===== src/timer_pkg.sv =====
// constants shared by the prescaled down-counter timer
package timer_pkg;

    ////////////////////////////////////////////////////////////////////////////////
    // register byte addresses on the apb bus
    localparam int unsigned ADDR_W            = 12;
    localparam logic [11:0] ADDR_COUNT        = 12'h000;
    localparam logic [11:0] ADDR_CONTROL      = 12'h004;
    localparam logic [11:0] ADDR_POWER        = 12'h008;

    ////////////////////////////////////////////////////////////////////////////////
    // control register field positions
    localparam int unsigned CTRL_W            = 7;
    localparam int unsigned CTRL_SEL_LSB      = 0;
    localparam int unsigned CTRL_SEL_MSB      = 3;
    localparam int unsigned CTRL_COUNT_BIT    = 4;
    localparam int unsigned CTRL_RELOAD_BIT   = 5;
    localparam int unsigned CTRL_PWR_BIT      = 6;

    // power control register field position
    localparam int unsigned POWER_TIMER_BIT   = 0;

    ////////////////////////////////////////////////////////////////////////////////
    // widths and values after reset
    localparam int unsigned CNT_W             = 16;
    localparam logic [15:0] COUNT_RST         = 16'h0000;
    localparam logic [15:0] PERIOD_RST        = 16'h0000;
    localparam logic [6:0]  CTRL_RST          = 7'h00;
    localparam logic [0:0]  POWER_RST         = 1'h0;
    localparam logic [15:0] DIVCOUNT_RST      = 16'h0000;

    ////////////////////////////////////////////////////////////////////////////////
    // apb slave answer: cycles in the access phase before pready is high
    localparam int unsigned APB_WAIT_CYCLES   = 1;

endpackage


===== src/timer_prescaler.sv =====
// power-of-two prescaler that makes the counting tick
`timescale 1ns/1ps
`default_nettype none

module timer_prescaler
    import timer_pkg::*;
(
    // clock and reset
    input  wire logic       pclk,
    input  wire logic       presetn,
    // control
    input  wire logic       run,
    input  wire logic [3:0] divider_select,
    // tick out
    output logic            tick
);

    logic [15:0] div_ff;
    logic [15:0] nxt_div;
    logic [4:0]  shift_amt;
    logic [16:0] mask_wide;
    logic [15:0] mask;

    ////////////////////////////////////////////////////////////////////////////////
    // divide by two to the power of (select + 1): low select+1 bits all ones
    assign shift_amt = {1'b0, divider_select} + 5'h01;                    // RULE_07
    assign mask_wide = (17'h00001 << shift_amt) - 17'h00001;              // RULE_07
    assign mask      = mask_wide[15:0];
    assign tick      = run && ((div_ff & mask) == mask);                  // RULE_07
    assign nxt_div   = run ? div_ff + 16'h0001 : div_ff;                  // RULE_03

    // free divider, frozen while the timer is stopped or powered down
    always_ff @(posedge pclk or negedge presetn) begin
        if (!presetn) begin
            div_ff <= DIVCOUNT_RST;
        end else begin
            div_ff <= nxt_div;
        end
    end

endmodule

`default_nettype wire


===== src/prescaled_down_counter_timer.sv =====
// apb-attached 16-bit prescaled down-counter timer
//
// Overview of operation
// RULE_01: reading count returns the counter; writing loads counter and period together.
// RULE_02: count register is reachable only when local and global power-off are clear.
// RULE_03: with count-enable clear, the counter holds its value.
// RULE_04: with count-enable set, the counter decrements once per prescaled tick.
// RULE_05: without auto-reload, counting stops at zero and stays there.
// RULE_06: with auto-reload, zero reloads the counter from period and counting continues.
// RULE_07: divider select n makes the tick the clock divided by two to n+1.
// RULE_08: while powered down, counter and period keep their contents.
// RULE_09: reset clears the count; control comes up stopped and powered up.
`timescale 1ns/1ps
`default_nettype none

module prescaled_down_counter_timer
    import timer_pkg::*;
(
    // clock and reset
    input  wire logic        pclk,
    input  wire logic        presetn,
    // apb slave
    input  wire logic        psel,
    input  wire logic        penable,
    input  wire logic        pwrite,
    input  wire logic [11:0] paddr,
    input  wire logic [31:0] pwdata,
    output logic      [31:0] prdata,
    output logic             pready,
    output logic             pslverr,
    // timer event
    output logic             expired
);

    ////////////////////////////////////////////////////////////////////////////////
    // declarations
    logic [15:0] count_ff;
    logic [15:0] nxt_count;
    logic [15:0] period_ff;
    logic [15:0] nxt_period;
    logic [6:0]  ctrl_ff;
    logic [6:0]  nxt_ctrl;
    logic [0:0]  power_ff;
    logic [0:0]  nxt_power;
    logic [31:0] prdata_ff;
    logic [31:0] nxt_prdata;
    logic        pready_ff;
    logic        nxt_pready;
    logic        pslverr_ff;
    logic        nxt_pslverr;
    logic        expired_ff;
    logic        nxt_expired;

    logic        hit_count;
    logic        hit_control;
    logic        hit_power;
    logic        unmapped;
    logic        access;
    logic        first_access;
    logic        done;
    logic        bad_access;
    logic        wr_commit;
    logic        wr_count;
    logic        wr_control;
    logic        wr_power;
    logic        powered;
    logic        count_en;
    logic        reload_en;
    logic [3:0]  clock_divider_select;
    logic        local_power_off_bit;
    logic        run;
    logic        tick;
    logic        at_zero;
    logic [31:0] rd_mux;

    ////////////////////////////////////////////////////////////////////////////////
    // address decode and apb phase tracking
    assign hit_count    = (paddr == ADDR_COUNT);
    assign hit_control  = (paddr == ADDR_CONTROL);
    assign hit_power    = (paddr == ADDR_POWER);
    assign unmapped     = !(hit_count || hit_control || hit_power);
    assign access       = psel && penable;
    assign first_access = access && !pready_ff;
    assign done         = access && pready_ff;

    // count access while powered down is refused like an unmapped address
    assign bad_access   = unmapped || (hit_count && !powered);               // RULE_02
    assign wr_commit    = done && pwrite && !bad_access;
    assign wr_count     = wr_commit && hit_count;                            // RULE_02
    assign wr_control   = wr_commit && hit_control;
    assign wr_power     = wr_commit && hit_power;

    ////////////////////////////////////////////////////////////////////////////////
    // control fields and run state
    assign clock_divider_select = ctrl_ff[CTRL_SEL_MSB:CTRL_SEL_LSB];
    assign count_en             = ctrl_ff[CTRL_COUNT_BIT];
    assign reload_en            = ctrl_ff[CTRL_RELOAD_BIT];
    assign local_power_off_bit  = ctrl_ff[CTRL_PWR_BIT];
    assign powered              = !local_power_off_bit && !power_ff[POWER_TIMER_BIT];  // RULE_02
    assign run                  = powered && count_en;                       // RULE_03
    assign at_zero              = (count_ff == 16'h0000);

    ////////////////////////////////////////////////////////////////////////////////
    // read data mux; reserved control bits read as zero
    assign rd_mux = hit_count   ? {16'h0000, (powered ? count_ff : 16'h0000)} :  // RULE_01
                    hit_control ? {25'h0000000, ctrl_ff} :
                    hit_power   ? {31'h00000000, power_ff} :
                                  32'h00000000;

    ////////////////////////////////////////////////////////////////////////////////
    // apb answer: one wait cycle, then pready with data or error
    assign nxt_pready  = first_access;
    assign nxt_pslverr = first_access && bad_access;                         // RULE_02
    assign nxt_prdata  = (first_access && !pwrite && !bad_access) ? rd_mux :
                         (done ? 32'h00000000 : prdata_ff);

    ////////////////////////////////////////////////////////////////////////////////
    // prescaler
    timer_prescaler u_prescaler (
        .pclk           (pclk),
        .presetn        (presetn),
        .run            (run),
        .divider_select (clock_divider_select),
        .tick           (tick)
    );

    ////////////////////////////////////////////////////////////////////////////////
    // down counter next value; a software load beats the tick in the same cycle
    always_comb begin
        nxt_count   = count_ff;
        nxt_period  = period_ff;
        nxt_expired = 1'b0;
        if (wr_count) begin
            nxt_count  = pwdata[15:0];                                       // RULE_01
            nxt_period = pwdata[15:0];                                       // RULE_01
        end else if (run && tick) begin
            if (!at_zero) begin
                nxt_count   = count_ff - 16'h0001;                           // RULE_04
                nxt_expired = (count_ff == 16'h0001);
            end else if (reload_en) begin
                nxt_count = period_ff;                                       // RULE_06
            end else begin
                nxt_count = count_ff;                                        // RULE_05
            end
        end
        // no run means no tick reaches the counter when powered down      RULE_08
    end

    // control and power registers
    assign nxt_ctrl  = wr_control ? pwdata[6:0] : ctrl_ff;
    assign nxt_power = wr_power ? pwdata[0:0] : power_ff;

    ////////////////////////////////////////////////////////////////////////////////
    // timer state registers
    always_ff @(posedge pclk or negedge presetn) begin
        if (!presetn) begin
            count_ff  <= COUNT_RST;                                          // RULE_09
            period_ff <= PERIOD_RST;
            ctrl_ff   <= CTRL_RST;                                           // RULE_09
            power_ff  <= POWER_RST;
        end else begin
            count_ff  <= nxt_count;
            period_ff <= nxt_period;
            ctrl_ff   <= nxt_ctrl;
            power_ff  <= nxt_power;
        end
    end

    // bus answer and event registers
    always_ff @(posedge pclk or negedge presetn) begin
        if (!presetn) begin
            prdata_ff  <= 32'h00000000;
            pready_ff  <= 1'b0;
            pslverr_ff <= 1'b0;
            expired_ff <= 1'b0;
        end else begin
            prdata_ff  <= nxt_prdata;
            pready_ff  <= nxt_pready;
            pslverr_ff <= nxt_pslverr;
            expired_ff <= nxt_expired;
        end
    end

    assign prdata  = prdata_ff;
    assign pready  = pready_ff;
    assign pslverr = pslverr_ff;
    assign expired = expired_ff;

    ////////////////////////////////////////////////////////////////////////////////
    // helper: cycles of running since the last tick, for the rate check
    logic [16:0] since_ff;
    logic        clean_ff;
    logic [16:0] div_m1;

    assign div_m1 = (17'h00001 << ({1'b0, clock_divider_select} + 5'h01)) - 17'h00001;

    always_ff @(posedge pclk or negedge presetn) begin
        if (!presetn) begin
            since_ff <= 17'h00000;
            clean_ff <= 1'b0;
        end else begin
            since_ff <= (tick || !run) ? 17'h00000 : since_ff + 17'h00001;
            clean_ff <= run && !wr_control && (tick || clean_ff);
        end
    end
endmodule

`default_nettype wire


===== config.mk =====
export PLATFORM = sky130hd
export DESIGN_NAME = prescaled_down_counter_timer
export DESIGN_NICKNAME = d
export VERILOG_FILES = /design/src/timer_pkg.sv /design/src/timer_prescaler.sv /design/src/prescaled_down_counter_timer.sv
export SDC_FILE = /design/constraint.sdc
export NUM_CORES = 1
export LEC_CHECK = 0
export ABC_CLOCK_PERIOD_IN_PS = 3960
export BUFFER_PORTS_ARGS = -buffer_cell sky130_fd_sc_hd__buf_2
export CORE_ASPECT_RATIO = 1.25
export CORE_MARGIN = 4
export CORE_UTILIZATION = 40
export DETAILED_ROUTE_END_ITERATION = 12
export PLACE_DENSITY = 0.63
export SLEW_MARGIN = 20
export SYNTH_ARGS = -nofsm -noshare
export SYNTH_HDL_FRONTEND = slang
export SYNTH_SLANG_ARGS = --single-unit

===== constraint.sdc =====
create_clock -name pclk -period 3.96 [get_ports pclk]
set_clock_uncertainty 0.2 [all_clocks]
set_input_delay 0.792 -clock pclk [delete_from_list [all_inputs] [get_ports pclk]]
set_output_delay 0.792 -clock pclk [all_outputs]
set_load 0.005 [all_outputs]

==> flow_metrics.env <==
export IMPL_dpl_cell_area_mm2=0.00444
export IMPL_r2r_setup_slack_ps=540
export IMPL_ios=84
export IMPL_period_needed_ps=3420
export IMPL_synth_top_area_share_pct=45.2
export IMPL_drc=0
export IMPL_whs_path_depth=1
export IMPL_layout_commonest_cell="dfrtp_1"
export IMPL_pwr_density_cell_mw_per_mm2=328
export IMPL_holdPathEnd="u_prescaler.div_ff[15]"
export IMPL_drive_above_1_share_pct=20.2
export IMPL_final_util_pct=46.5
export IMPL_h_tree_depth=3
export IMPL_core_area_mm2=0.0101
export IMPL_crit_type="flop to flop"
export IMPL_yosys_top_cells_area="dfrtp_1 (45%), nand2_1 (5.9%), mux2_2 (4.9%)"
export IMPL_antenna_found_initial=0
export IMPL_yosysUniqueCellTypes=56
export IMPL_cts_hold_repair_buffers=0
export IMPL_portBuffers=51
export IMPL_tns_ps=0
export IMPL_fmax_mhz=292
export IMPL_cts_max_path_buffers=2
export IMPL_synth_flop_cell="dfrtp_1"
export IMPL_drt_pass1_iterations=4
export IMPL_first_iter_violations=226
export IMPL_antennaDiodeCount=0
export IMPL_max_stage_delay_ps=640
export IMPL_arrival_ps=3430
export IMPL_reg2reg_depth=8
export IMPL_track_usage_pct=16.5
export IMPL_reg2reg_from="ctrl_ff[3]"
export IMPL_setup_violations=0
export IMPL_hold_path_class="flop to flop"
export IMPL_initial_core_util_pct=41.1
export IMPL_dpl_hpwl_um=6580
export IMPL_tightest_slew_ps=990
export IMPL_async_flop_share_pct=100
export IMPL_syn_to_final_growth_pct=13.1
export IMPL_grt_pass1_wl_um=15800
export IMPL_stdcell_area_mm2=0.00470
export IMPL_syn_area_per_cell_um2=9.52
export IMPL_slew_violations=0
export IMPL_fp_row_count=41
export IMPL_gr_total_overflow=0
export IMPL_cp_required_ps=3970
export IMPL_routed_via_count=3302
export IMPL_syn_area_mm2=0.00415
export IMPL_tritoncts="built"
export IMPL_nNetsFinal=533
export IMPL_ant_nets=0
export IMPL_layout_common_cells="dfrtp_1 (75), nand2_1 (65), buf_2 (50), nor2_1 (30), o21ai_0 (22)"
export IMPL_synth_warnings=0
export IMPL_synth_edff_count=0
export IMPL_clkSlewWorstSetupHoldPaths_ps=60
export IMPL_yosysSeqAreaShare_pct=45.2
export IMPL_critPathTopFamily="simple AND/OR/NAND/NOR gates"
export IMPL_cts_setup_buffers=0
export IMPL_gp_congestion=0.789
export IMPL_whs_ps=268
export IMPL_route_detailed_wl_per_inst_um=15.8
export IMPL_rr_endpoint="count_ff[7]"
export IMPL_die_width_um=99.1
export IMPL_path_max_fanout=16
export IMPL_netlist_instances=436
export IMPL_critPathLaunchType="flop"
export IMPL_critPathBufInv=0
export IMPL_die_h_um=122
export IMPL_rsz0062_at_grt="no"
export IMPL_period_share_pct=86.4
export IMPL_vdd_drop_max_v=0.000173
export IMPL_clock_latency_ps=330
export IMPL_cts_resized=0
export IMPL_fp_dieArea_mm2=0.0121
export IMPL_grt_max_degree=76
export IMPL_min_from="u_prescaler.div_ff[15]"
export IMPL_cts_root_buf="clkbuf_16"
export IMPL_yosysTopAreaCell="dfrtp_1"
export IMPL_relSlewSlack_pct=33.9
export IMPL_cp_cell_sequence="or4_1 > ha_1 > or3b_2 > or3_1 > o311a_1 > and4_1 > a31oi_1 > a21oi_1"
export IMPL_cp_slowest_cell="or4_1"
export IMPL_cp_end_kind="flop"
export IMPL_hold_violations=0
export IMPL_cts_buffers=9
export IMPL_clock_sinks=75
export IMPL_drv_cap=0
export IMPL_drt_wl_total_um=9660
export IMPL_synth_seq_cells=75
export IMPL_power_leakage_nw=2.31
export IMPL_grt_pass1_vias=3251
export IMPL_outcome="complete, no violations"
export IMPL_viasPerCell=5.39
==> worst max path at each step <==
stage               start           end  slack [ps]  cells past startpoint
6_report       ctrl_ff[3]   count_ff[7]         540                      8
5_1_grt        ctrl_ff[3]   count_ff[7]         390                      8
4_1_cts        ctrl_ff[3]   count_ff[7]         550                      8
3_5_place_dp   ctrl_ff[3]   count_ff[3]         570                      8
3_3_place_gp   ctrl_ff[3]   count_ff[0]         600                      8
2_1_floorplan  ctrl_ff[3]  count_ff[14]         900                     10
==> worst reg2reg max path, delay by kind of cell (launching register included) <==
| family | cells | cell delay, ps |
|---|---|---|
| adder cells (fa/ha/maj) | 1 | 250 |
| AO/OA/AOI/OAI | 3 | 490 |
| flip-flops | 1 | 520 |
| AND/OR/NAND/NOR | 4 | 1850 |
==> cells in the mapped netlist, types with 2 or more instances <==
cell,count
a21oi_1,21
and2_1,6
and3_1,2
o21bai_1,2
o21ai_0,22
nand4_1,7
nand3_1,12
or4_4,2
mux2i_1,4
or3_1,5
o311a_1,2
inv_1,8
nand3b_1,2
a22o_1,9
o31ai_1,4
nor3b_1,2
buf_4,16
nor3_1,7
clkbuf_1,18
nand2_1,65
conb_1,2
buf_6,2
xor2_1,5
buf_2,3
a211oi_1,4
ha_1,5
nor4b_1,2
dfrtp_1,75
mux2_4,3
and4_1,2
nor2_1,30
or4_1,4
nor4_1,7
mux2_2,18
a31oi_1,13
a221o_1,6
xnor2_1,20
==> state kept, by name, summed over array words and instances (netlist names) <==
register and count:
u_prescaler.div_ff 16, prdata 16, count_ff 16, pready 1, pslverr 1, period_ff 16
power_ff 1, expired 1, ctrl_ff 7
==> per-stage QoR <==
step / setup slack [ps] / power [W] / instances
floorplan: 903 / 0.000805 / 451
CTS: 550 / 0.00156 / 613
detailed placement: 574 / 0.000833 / 597
global placement: 595 / 0.000832 / 597
global route: 390 / 0.00160 / 613
finish: 539 / 0.00154 / 613
==> cell type report <==
class | instances | area (µm²)
clock inverter | 3 | 15.0
tap | 129 | 161
sequential | 75 | 1880
multi-input combinational | 327 | 2060
timing repair buffer | 58 | 310
clock buffer | 13 | 240
inverter | 8 | 30.0
fill | 967 | 5410
==> power by group <==
group	switching (W)	internal, W	total [W]
sequential	0.00000126	0.000768	0.000769
clock	0.000299	0.000421	0.000720
combinational	0.0000338	0.0000156	0.0000495
total	0.000334	0.00121	0.00154
==> kinds of logic after synthesis <==
group / count (synthesis) / synth area share, %
simple gates: 164 / 19.8
other cells: 2 / 0.181
buf+inv: 49 / 6.63
fa+ha+maj: 5 / 1.51
compound gates: 91 / 14.5
xor+xnor: 25 / 5.27
flops: 75 / 45.2
mux: 25 / 6.93
==> layer usage <==
| metal | global-route usage, % | routed length, µm |
|---|---|---|
| met1 | 20.4 | 4120 |
| met5 | 0 | 0 |
| met3 | 4.30 | 571 |
| met4 | 6.66 | 179 |
| met2 | 27.4 | 4790 |
Note: power is estimated with default switching activity, not from simulation.
